File: src/include/pulse_timing_pkg.sv
// Purpose: Shared constants and types for the pulse timing and output code block.
// Assumes: 40 MHz reference clock; registers reached through a plain register port.
// Notes: Times are kept in their own units; cycle counts derive from them.
package pulse_timing_pkg;
	localparam int CLK_HZ = 40000000;
	localparam int MS_STEP_US = 1000;
	localparam int HALF_MS_STEP_US = 500;
	// Cycles per timing step; an exact division at 40 MHz.
	localparam int MS_CYCLES = CLK_HZ / 1000000 * MS_STEP_US;
	localparam int HALF_MS_CYCLES = CLK_HZ / 1000000 * HALF_MS_STEP_US;
	localparam logic [7:0] LATENCY_OFFSET = 8'h1d;
	localparam logic [7:0] WINDOW_OFFSET = 8'h1e;
	localparam logic [7:0] DURATION_OFFSET = 8'h1c;
	localparam logic [7:0] TIMING_RESET = 8'h00;
	localparam logic [1:0] ASSIGN_DOUBLE = 2'h2;
	// Output codes for the 8-bit acceleration word.
	localparam logic [7:0] CODE_NEG_FULL = 8'h80;
	localparam logic [7:0] CODE_POS_FULL = 8'h7f;
	localparam logic [7:0] CODE_ZERO = 8'h00;
	localparam logic [7:0] CODE_P1G_2G = 8'h3f;
	localparam logic [7:0] CODE_N1G_2G = 8'hc1;
	localparam logic [7:0] CODE_P1G_4G = 8'h1f;
	localparam logic [7:0] CODE_N1G_4G = 8'he1;
	localparam logic [7:0] CODE_P1G_8G = 8'h0f;
	localparam logic [7:0] CODE_N1G_8G = 8'hf1;
	typedef enum logic [1:0] {
		RANGE_8G = 2'b00,
		RANGE_2G = 2'b01,
		RANGE_4G = 2'b10
	} range_t;
	typedef enum logic [1:0] {
		ST_IDLE = 2'b00,
		ST_LATENCY = 2'b01,
		ST_WINDOW = 2'b10
	} pulse_state_t;
	// Register port request.
	typedef struct packed {
		logic wr;
		logic rd;
		logic [7:0] addr;
		logic [7:0] wdata;
	} reg_req_t;
	// Register port answer.
	typedef struct packed {
		logic valid;
		logic [7:0] rdata;
	} reg_rsp_t;
endpackage

File: src/hdl/step_tick.sv
// Purpose: Divider giving a one-cycle tick per timing step.
// Assumes: Single clock, asynchronous active-high reset.
// Notes: The count restarts on clear so the first step is whole.
`timescale 1ns/1ps
`default_nettype none
module step_tick #(
	parameter int CYCLES = 40000
) (
	input wire logic ref_clk,
	input wire logic rst,
	input wire logic clear,
	output logic tick
);
	logic [15:0] cnt_r;
	logic [15:0] cnt_nxt;
	logic tick_nxt;

	// Count cycles and pulse when one step has elapsed.
	always_comb begin
		cnt_nxt = cnt_r + 16'h0001;
		tick_nxt = 1'b0;
		if (clear) begin
			cnt_nxt = 16'h0000;
		end else if (cnt_r == 16'(CYCLES - 1)) begin
			cnt_nxt = 16'h0000;
			tick_nxt = 1'b1;
		end
	end

	// Register the divider.
	always_ff @(posedge ref_clk or posedge rst) begin
		if (rst) begin
			cnt_r <= 16'h0000;
			tick <= 1'b0;
		end else begin
			cnt_r <= cnt_nxt;
			tick <= tick_nxt;
		end
	end
endmodule
`default_nettype wire

File: src/hdl/pulse_timing.sv
// Purpose: Double-pulse timing registers and 8-bit acceleration output coding.
// Assumes: Raw pulse events arrive as one-cycle pulses synchronous to ref_clk.
// Notes: Latency and window count 1 ms steps, duration counts 0.5 ms steps.
`timescale 1ns/1ps
`default_nettype none
// Summary of operation
// Latency register counts 1 ms steps; code 0x01 means 1 ms.
// Latency code 0xFF means 255 ms, linear in the code.
// Window register counts 1 ms steps; 0x01 is 1 ms, 0x00 gives single pulse detection.
// Window code 0xFF means a 255 ms second-pulse window.
// In 2g range codes are 80, C1, 00, 3F, 7F for -2g..+2g.
// 4g gives 80, E1, 1F; 8g gives 80, F1, 0F; full positive 7F.
// Assignment code 10 with latency and window nonzero: second interrupt is double only.
// Duration register counts 0.5 ms steps; code 0x01 is 0.5 ms.
// Timing registers reset to zero and read back the last written value.
module pulse_timing (
	input wire logic ref_clk,
	input wire logic rst,
	input wire pulse_timing_pkg::reg_req_t req,
	output pulse_timing_pkg::reg_rsp_t rsp,
	input wire logic [1:0] interrupt_assign_field,
	input wire logic [1:0] range_select,
	input wire logic [11:0] accel_raw,
	input wire logic pulse_start,
	input wire logic pulse_end,
	output logic pulse_qualified,
	output logic first_interrupt,
	output logic second_interrupt,
	output logic [7:0] accel_code
);
	import pulse_timing_pkg::*;

	logic [7:0] latency_count_r, latency_count_nxt;
	logic [7:0] second_window_count_r, second_window_count_nxt;
	logic [7:0] pulse_duration_count_r, pulse_duration_count_nxt;
	reg_rsp_t rsp_nxt;
	logic ms_tick, half_tick, step_clear;
	pulse_state_t state_r, state_nxt;
	logic [8:0] steps_r, steps_nxt;
	logic [8:0] dur_r, dur_nxt;
	logic in_pulse_r, in_pulse_nxt;
	logic qual_nxt, first_nxt, second_nxt;
	logic [7:0] code_nxt;
	logic [11:0] half_raw;
	logic [11:0] quarter_raw;
	logic double_mode;

	// Register writes and read-back; unmapped reads return zero.
	always_comb begin
		latency_count_nxt = latency_count_r;
		second_window_count_nxt = second_window_count_r;
		pulse_duration_count_nxt = pulse_duration_count_r;
		rsp_nxt.valid = req.rd;
		rsp_nxt.rdata = 8'h00;
		if (req.wr) begin
			case (req.addr)
				LATENCY_OFFSET: latency_count_nxt = req.wdata;
				WINDOW_OFFSET: second_window_count_nxt = req.wdata;
				DURATION_OFFSET: pulse_duration_count_nxt = req.wdata;
				default: ;
			endcase
		end
		if (req.rd) begin
			case (req.addr)
				LATENCY_OFFSET: rsp_nxt.rdata = latency_count_r;
				WINDOW_OFFSET: rsp_nxt.rdata = second_window_count_r;
				DURATION_OFFSET: rsp_nxt.rdata = pulse_duration_count_r;
				default: rsp_nxt.rdata = 8'h00;
			endcase
		end
	end

	// Register file storage, cleared to zero at reset.
	always_ff @(posedge ref_clk or posedge rst) begin
		if (rst) begin
			latency_count_r <= TIMING_RESET;
			second_window_count_r <= TIMING_RESET;
			pulse_duration_count_r <= TIMING_RESET;
			rsp <= '0;
		end else begin
			latency_count_r <= latency_count_nxt;
			second_window_count_r <= second_window_count_nxt;
			pulse_duration_count_r <= pulse_duration_count_nxt;
			rsp <= rsp_nxt;
		end
	end

	// Step dividers restart whenever a new interval begins.
	step_tick #(.CYCLES(MS_CYCLES)) u_ms_tick (
		.ref_clk(ref_clk),
		.rst(rst),
		.clear(step_clear),
		.tick(ms_tick)
	);
	step_tick #(.CYCLES(HALF_MS_CYCLES)) u_half_tick (
		.ref_clk(ref_clk),
		.rst(rst),
		.clear(pulse_start),
		.tick(half_tick)
	);

	assign double_mode = (interrupt_assign_field == ASSIGN_DOUBLE)
		&& (latency_count_r != 8'h00)
		&& (second_window_count_r != 8'h00);
	// Any qualified pulse seen in ST_IDLE restarts the step count, in double mode or not.
	assign step_clear = qual_nxt && (state_r == ST_IDLE);

	// Pulse width check, then latency and second-pulse window sequencing.
	always_comb begin
		state_nxt = state_r;
		steps_nxt = steps_r;
		dur_nxt = dur_r;
		in_pulse_nxt = in_pulse_r;
		qual_nxt = 1'b0;
		first_nxt = 1'b0;
		second_nxt = 1'b0;
		if (pulse_start) begin
			in_pulse_nxt = 1'b1;
			dur_nxt = 9'h000;
		end else if (in_pulse_r && half_tick && dur_r != 9'h1ff) begin
			dur_nxt = dur_r + 9'h001;
		end
		// A pulse qualifies if it ends within the programmed duration.
		if (in_pulse_r && pulse_end) begin
			in_pulse_nxt = 1'b0;
			qual_nxt = (dur_r < {1'b0, pulse_duration_count_r});
		end
		case (state_r)
			ST_IDLE: begin
				if (qual_nxt) begin
					first_nxt = 1'b1;
					second_nxt = !double_mode;
					if (double_mode) begin
						state_nxt = ST_LATENCY;
						steps_nxt = 9'h000;
					end
				end
			end
			ST_LATENCY: begin
				// Pulses during latency are ignored.
				if (ms_tick) begin
					steps_nxt = steps_r + 9'h001;
				end
				if (ms_tick && steps_nxt == {1'b0, latency_count_r}) begin
					state_nxt = ST_WINDOW;
					steps_nxt = 9'h000;
				end
			end
			ST_WINDOW: begin
				if (qual_nxt) begin
					second_nxt = 1'b1;
					state_nxt = ST_IDLE;
				end else if (ms_tick) begin
					steps_nxt = steps_r + 9'h001;
					if (steps_nxt == {1'b0, second_window_count_r}) begin
						state_nxt = ST_IDLE;
					end
				end
			end
			default: state_nxt = ST_IDLE;
		endcase
	end

	// Scale toward zero, so that -1g lands on E1 and F1 rather than below.
	assign half_raw = 12'($signed(accel_raw
		+ {11'h000, accel_raw[11]}) >>> 1);
	assign quarter_raw = 12'($signed(accel_raw
		+ {10'h000, {2{accel_raw[11]}}}) >>> 2);

	// Output coding: signed raw value saturated and scaled per range.
	always_comb begin
		code_nxt = CODE_ZERO;
		case (range_select)
			RANGE_2G: code_nxt = sat8(accel_raw);
			RANGE_4G: code_nxt = sat8(half_raw);
			RANGE_8G: code_nxt = sat8(quarter_raw);
			default: code_nxt = sat8(accel_raw);
		endcase
	end

	// Clamp a 12-bit two's-complement value into 8 bits.
	function automatic logic [7:0] sat8(input logic [11:0] v);
		logic [7:0] r;
		r = v[7:0];
		if (!v[11] && v[10:7] != 4'h0) begin
			r = CODE_POS_FULL;
		end else if (v[11] && v[10:7] != 4'hf) begin
			r = CODE_NEG_FULL;
		end
		return r;
	endfunction

	// Register sequencer state and outputs.
	always_ff @(posedge ref_clk or posedge rst) begin
		if (rst) begin
			state_r <= ST_IDLE;
			steps_r <= 9'h000;
			dur_r <= 9'h000;
			in_pulse_r <= 1'b0;
			pulse_qualified <= 1'b0;
			first_interrupt <= 1'b0;
			second_interrupt <= 1'b0;
			accel_code <= CODE_ZERO;
		end else begin
			state_r <= state_nxt;
			steps_r <= steps_nxt;
			dur_r <= dur_nxt;
			in_pulse_r <= in_pulse_nxt;
			pulse_qualified <= qual_nxt;
			first_interrupt <= first_nxt;
			second_interrupt <= second_nxt;
			accel_code <= code_nxt;
		end
	end
endmodule
`default_nettype wire

File: config.mk
export PLATFORM = sky130hd
export DESIGN_NAME = pulse_timing
export DESIGN_NICKNAME = d
export VERILOG_FILES = /design/src/include/pulse_timing_pkg.sv /design/src/hdl/step_tick.sv /design/src/hdl/pulse_timing.sv
export SDC_FILE = /design/constraint.sdc
export NUM_CORES = 1
export LEC_CHECK = 0
export ABC_AREA = 1
export BUFFER_PORTS_ARGS = -buffer_cell sky130_fd_sc_hd__buf_2
export CORE_MARGIN = 3
export CORE_UTILIZATION = 25
export CTS_BUF_LIST = sky130_fd_sc_hd__clkbuf_4 sky130_fd_sc_hd__clkbuf_8 sky130_fd_sc_hd__clkbuf_16
export CTS_CLUSTER_DIAMETER = 30
export DETAILED_ROUTE_END_ITERATION = 10
export PLACE_DENSITY_LB_ADDON = 0.2
export SYNTH_ARGS = -nofsm -noshare
export SYNTH_HDL_FRONTEND = slang
export SYNTH_SLANG_ARGS = --single-unit
export TNS_END_PERCENT = 20
File: constraint.sdc
create_clock -name ref_clk -period 4.4 [get_ports ref_clk]
set_input_delay 0.88 -clock ref_clk [delete_from_list [all_inputs] [get_ports ref_clk]]
set_output_delay 0.88 -clock ref_clk [all_outputs]
set_load 0.05 [all_outputs]
==> results of run 1 <==
-- metrics by stage --
step	power (W)	area (um2)	hold WS [ns]
4_1_cts	0.002484	6980	0.4690
3_3_place_gp	0.001667	6690	0.4548
3_5_place_dp	0.001667	6690	0.4584
5_1_grt	0.002612	6980	0.4982
2_1_floorplan	0.001506	6023	0.4251
6_report	0.002443	6980	0.4615
-- layout make-up --
| cell class | count | area, um2 | area share (%) |
|---|---|---|---|
| clock inverters | 7 | 65.06 | 0.9321 |
| flip-flops and latches | 99 | 2477 | 35.49 |
| multi-input cells | 603 | 3023 | 43.31 |
| clock buffers | 9 | 225.2 | 3.226 |
| repair buffers | 60 | 307.8 | 4.409 |
| well taps | 319 | 399.1 | 5.718 |
| inverters | 128 | 483.0 | 6.919 |
-- cell families after synthesis --
family	count (synthesis)	share of synthesized area, %
adders and majority gates	18	3.739
buffers and inverters	138	8.683
and+or+nand+nor	477	35.00
DFF	99	41.13
AOI/OAI and AO/OA	92	9.119
xor gates and xnor gates	16	2.327
-- cell usage after synthesis (2+ instances only) --
master and number:
xnor2_1 2, o21a_1 2, nand3_2 7, a31oi_1 2
nand4_1 7, o21bai_4 2, nand3_1 52, nor3b_1 7
a21o_1 2, nand3b_1 6, dfrtp_1 99, clkbuf_1 6
xor2_1 14, nor2_1 92, nor4_1 12, a21oi_1 18
nand2_2 9, o21bai_1 2, nor3_1 15, ha_1 18
buf_2 4, inv_1 126, nand2_1 253, o21ai_0 49
o221ai_1 6, nor2_2 9, o22ai_1 2
-- worst max-delay path: stages (launching register included) --
cell,delay [ns]
dfrtp_1,0.44
ha_1,0.31
a21oi_1,0.21
o21a_1,0.13
nand4_1,0.26
nand2_1,0.14
nand2_1,0.09
nor2_1,0.09
nand2_1,0.35
nor2_1,0.20
nand2_1,0.07
nand2_1,0.06
-- path summary, 6_finish.rpt --
check / start / endpoint / cells past startpoint
max: dur_r[6]$_DFFE_PP0P_ / steps_r[4]$_DFFE_PP0P_ / 11
min: u_half_tick.cnt_r[0]$_DFF_PP0_ / u_half_tick.cnt_r[0]$_DFF_PP0_ / 1
max reg2reg: dur_r[6]$_DFFE_PP0P_ / steps_r[4]$_DFFE_PP0P_ / 11
min reg2reg: u_half_tick.cnt_r[0]$_DFF_PP0_ / u_half_tick.cnt_r[0]$_DFF_PP0_ / 1
max in group asynchronous: rst / steps_r[5]$_DFFE_PP0P_ / 3
min in group asynchronous: rst / u_half_tick.cnt_r[7]$_DFF_PP0_ / 2
-- state kept, by name, indices dropped and copies added (netlist names) --
| signal | cells |
|---|---|
| u_half_tick.cnt_r | 16 |
| first_interrupt | 1 |
| u_ms_tick.cnt_r | 16 |
| pulse_qualified | 1 |
| in_pulse_r | 1 |
| state_r | 2 |
| u_half_tick.tick | 1 |
| rsp | 9 |
| dur_r | 9 |
| steps_r | 9 |
| accel_code | 8 |
| second_window_count_r | 8 |
| u_ms_tick.tick | 1 |
| second_interrupt | 1 |
| pulse_duration_count_r | 8 |
| latency_count_r | 8 |
-- power breakdown --
| part | leakage, nW | switching [W] | internal (W) | total [W] |
|---|---|---|---|---|
| sequential | 1.30 | 0.0000864 | 0.00101 | 0.00109 |
| clock | 0.141 | 0.000400 | 0.000401 | 0.000800 |
| combinational | 2.01 | 0.000374 | 0.000175 | 0.000548 |
-- layer usage --
| layer | routed length [um] | global-route usage, % | up-vias |
|---|---|---|---|
| li1 | - | - | 2786 |
| met1 | 7725 | 17.06 | 2418 |
| met2 | 7020 | 20.27 | 70 |
| met3 | 438 | 1.590 | 12 |
| met4 | 208 | 3.872 | 0 |
| met5 | 0 | 0 | - |
==> results.toml, run 1 <==
[global_route]
gr-total-overflow = 0
grt_max_degree = 54
track_usage_pct = 12.38
antenna_found_initial = 0
grt_pass1_vias = 5280
grt_pass1_wl_um = 26440

[clocking]
post_cts_buffers = 0
cts_inserted_buffers = 9
cts.htree.levels = 3
cts_buffer_depth = 2
ctsHoldBuffers = 0
cts_tree = "yes"
cts.sink_count = 99
path_clk_slew_ns = 0.08
clk_latency_ns = 0.36
cts_root_buffer = "clkbuf_16"
post_cts_resized = 0

[setup_path]
end_kind = "flip-flop"
crit_required_ns = 4.69
crit_path_start_kind = "flip-flop"
path_max_fanout = 18
critPathKind = "flip-flop to flip-flop"
r2r_slack_ns = 1.98
crit_arrival_ns = 2.71

[final_layout]
layout_common_cells = "nand2_1, inv_1, dfrtp_1, nor2_1, buf_2"
fin_cells = 1225
layout_commonest_cell = "nand2_1"
finish.utilization_pct = 29.65
n_fill_cell = 2643
layout-drive-gt1-share_pct = 12.25
nets = 957
antenna_cells = 0
area_growth_pct = 15.89

[logic_synthesis]
yosys-top-cells-area = "dfrtp_1, nand2_1, inv_1, nor2_1, nand3_1"
yosysWarnings = 0
synth-edff-count = 0
syn_inst = 840
synth_top_area_share_pct = 41.13
ys_types = 44
synth_area_leader_cell = "dfrtp_1"
async_reset_ff_share_pct = 100.0
ys_ff_latch = 99
syn_area_um2 = 6023
syn_nets = 896
postSynthAreaPerCell_um2 = 7.171
synthFlopType = "dfrtp_1"
seq_area_frac_synth_pct = 41.13

[timing]
setup_ws_ns = 1.983
setup_tns_ns = 0
finalHoldViolCount = 0
finalClockSkew_ns = 0.01115
post-route-min-period_ns = 2.417
rsz0062_at_grt = "no"
finalCritPeriodShare_pct = 54.92
tightest_slew_ns = 0.6747
relSlewSlack_pct = 55.02
setup_viol = 0
slew_viol_final = 0
timing.fmax_ghz = 0.4138

[die]
rows = 56
die_y_um = 161.2
die_w_um = 161.2
coreArea_um2 = 23540
design.die.area_um2 = 25990
ios = 58
start_util_pct = 25.58

[power_and_ir_drop]
p_per_area_nw_per_um2 = 350.0
vdd_drop_max_mv = 0.1934
p_leak_nw = 3.447

[place]
dp_slack_ns = 1.734
dp_cells = 1209
place_congestion = 0.8694
dp_hpwl_um = 11750
port_buffers = 57

[worst_hold_path]
min_path_type = "flip-flop to flip-flop"

[flow_run]
cap_violations = 0

[route]
ant_nets = 0
first_pass_iters = 4
drc_errors = 0
vias_per_cell = 4.315
drt_iter0_markers = 239
routed_wl_um = 15390
vias = 5286
wl_per_cell_um = 12.57

[status]
status = "completed"
Note: power is estimated with default switching activity, not from simulation.
==> run 2, diff against run 1 <==
clock period = 2.5 ns   (was 4.4 ns; I/O delays follow)
==> results.toml, run 2 (same netlist as run 1, synthesis figures left out) <==
[place]
dp_hpwl_um = 11770
port_buffers = 57
placed_cell_area_um2 = 6756
place_congestion = 0.8380

[flow_run]
cap_violations = 0

[global_route]
grt_pass1_vias = 5375
gr-usage-met1_pct = 16.14
grt_pass1_wl_um = 26390
grt_util_met2_pct = 20.91
antenna_found_initial = 0
gr-total-overflow = 0
grt_busiest_layer = "met2"
grt_max_degree = 87
track_usage_pct = 12.43
grt_util_met3_pct = 2.847

[setup_path]
crit_arrival_ns = 2.46
critical_path.max_stage_delay_ns = 0.42
crit_path_start_kind = "flip-flop"
end_kind = "flip-flop"
path_max_fanout = 6
ff2ff_path_depth = 16
cp_cell_sequence = "ha_1 > inv_1 > nor2_1 > inv_1 > nor2_1 > ha_1 > nor2_2 > inv_2 > nor2_2 > nand2_1 > nor2_1 > inv_1 > nor2_1 > nand2_1 > o21ai_0 > a21oi_1"
critPathTopFamily = "simple AND/OR/NAND/NOR gates"
path_buf_inv = 4
critPathKind = "flip-flop to flip-flop"
crit_required_ns = 2.74
cpMostUsedCell = "nor2_1"
critical_path.slowest_cell = "dfrtp_1"
worstSetupPathDepth = 16

[final_layout]
reg_top3 = "u_half_tick.cnt_r x16, u_ms_tick.cnt_r x16"
layout_common_cells = "nand2_1, inv_1, dfrtp_1, nor2_1, buf_2"
area_growth_pct = 16.99
n_fill_cell = 2626
design_area_um2 = 7047
layout-drive-gt1-share_pct = 13.36
seq_area_um2 = 2477
layout_commonest_cell = "nand2_1"
multi_input_area_um2 = 3030
antenna_cells = 0
nets = 964

[clocking]
cts.htree.levels = 3
clk_latency_ns = 0.35
path_clk_slew_ns = 0.08
ctsHoldBuffers = 0
cts_tree = "yes"
cts_root_buffer = "clkbuf_16"
cts_inserted_buffers = 9
cts.sink_count = 99
post_cts_buffers = 0
cts_buffer_depth = 2
post_cts_resized = 0

[timing]
finalCritPeriodShare_pct = 88.85
setup_viol = 0
tightest_slew_ns = 0.6511
rsz0062_at_grt = "no"
relSlewSlack_pct = 56.02
post-route-min-period_ns = 2.221
finalHoldViolCount = 0
finalClockSkew_ns = 0.009017
slew_viol_final = 0
setup_tns_ns = 0
timing.fmax_ghz = 0.4502

[route]
ant_nets = 0
first_pass_iters = 4
wl_per_cell_um = 12.54
drt_iter0_markers = 285
routed_wl_um = 15440
drc_errors = 0
vias_per_cell = 4.377
vias = 5392

[die]
ios = 58
coreArea_um2 = 23540
die_y_um = 161.2
start_util_pct = 25.58
rows = 56
die_w_um = 161.2
design.die.area_um2 = 25990

[power_and_ir_drop]
power_w = 0.004259
vdd_drop_max_mv = 0.3027
p_per_area_nw_per_um2 = 604.4
p_leak_nw = 3.482

[status]
status = "completed"

[worst_hold_path]
min_path_type = "input pin to asynchronous set/reset pin"
run 2: path summary, 6_finish.rpt:
path                                         startpoint                              endpoint  slack, ns
setup / recovery                   dur_r[1]$_DFFE_PP0P_                  dur_r[7]$_DFFE_PP0P_       0.28
hold / removal                                      rst        u_half_tick.cnt_r[7]$_DFF_PP0_       0.11
setup reg to reg                   dur_r[1]$_DFFE_PP0P_                  dur_r[7]$_DFFE_PP0P_       0.28
hold reg to reg            u_ms_tick.cnt_r[0]$_DFF_PP0_          u_ms_tick.cnt_r[0]$_DFF_PP0_       0.46
max in group asynchronous                           rst  second_window_count_r[5]$_DFFE_PP0P_       1.62
min in group ref_clk                            req[16]                      rsp[8]$_DFF_PP0_       0.35
run 2: power breakdown:
group,switching (W),leakage (nW),internal (W),total [W]
registers,0.000146,1.30,0.00177,0.00192
clock network,0.000675,0.140,0.000692,0.00137
logic,0.000656,2.04,0.000316,0.000972
total,0.00148,3.48,0.00278,0.00426
run 2: final cells by class:
class | count | area share [%]
Clock buffer | 9 | 3.196
Clock inverter | 7 | 0.8168
Inverter | 128 | 6.871
Multi-Input combinational cell | 603 | 43.00
Sequential cell | 99 | 35.16
Tap cell | 319 | 5.664
Timing Repair Buffer | 67 | 5.291
run 2: per-stage QoR:
step                setup WS (ns)  cells  util (%)  hold slack [ns]
global placement           0.1413   1216     28.70           0.4552
floorplan                  0.4450    840         -           0.4251
CTS                        0.1341   1232     29.90           0.1049
detailed placement         0.1482   1216     28.70           0.4465
finish                     0.2788   1232     29.93           0.1124
global route              0.01813   1232     29.93           0.1121
run 2: routing by layer:
metal / part of all wire, % / vias up
met5: 0 / -
met4: 1.5 / 0
met3: 4.1 / 12
met2: 47 / 115
met1: 47 / 2448
li1: - / 2817
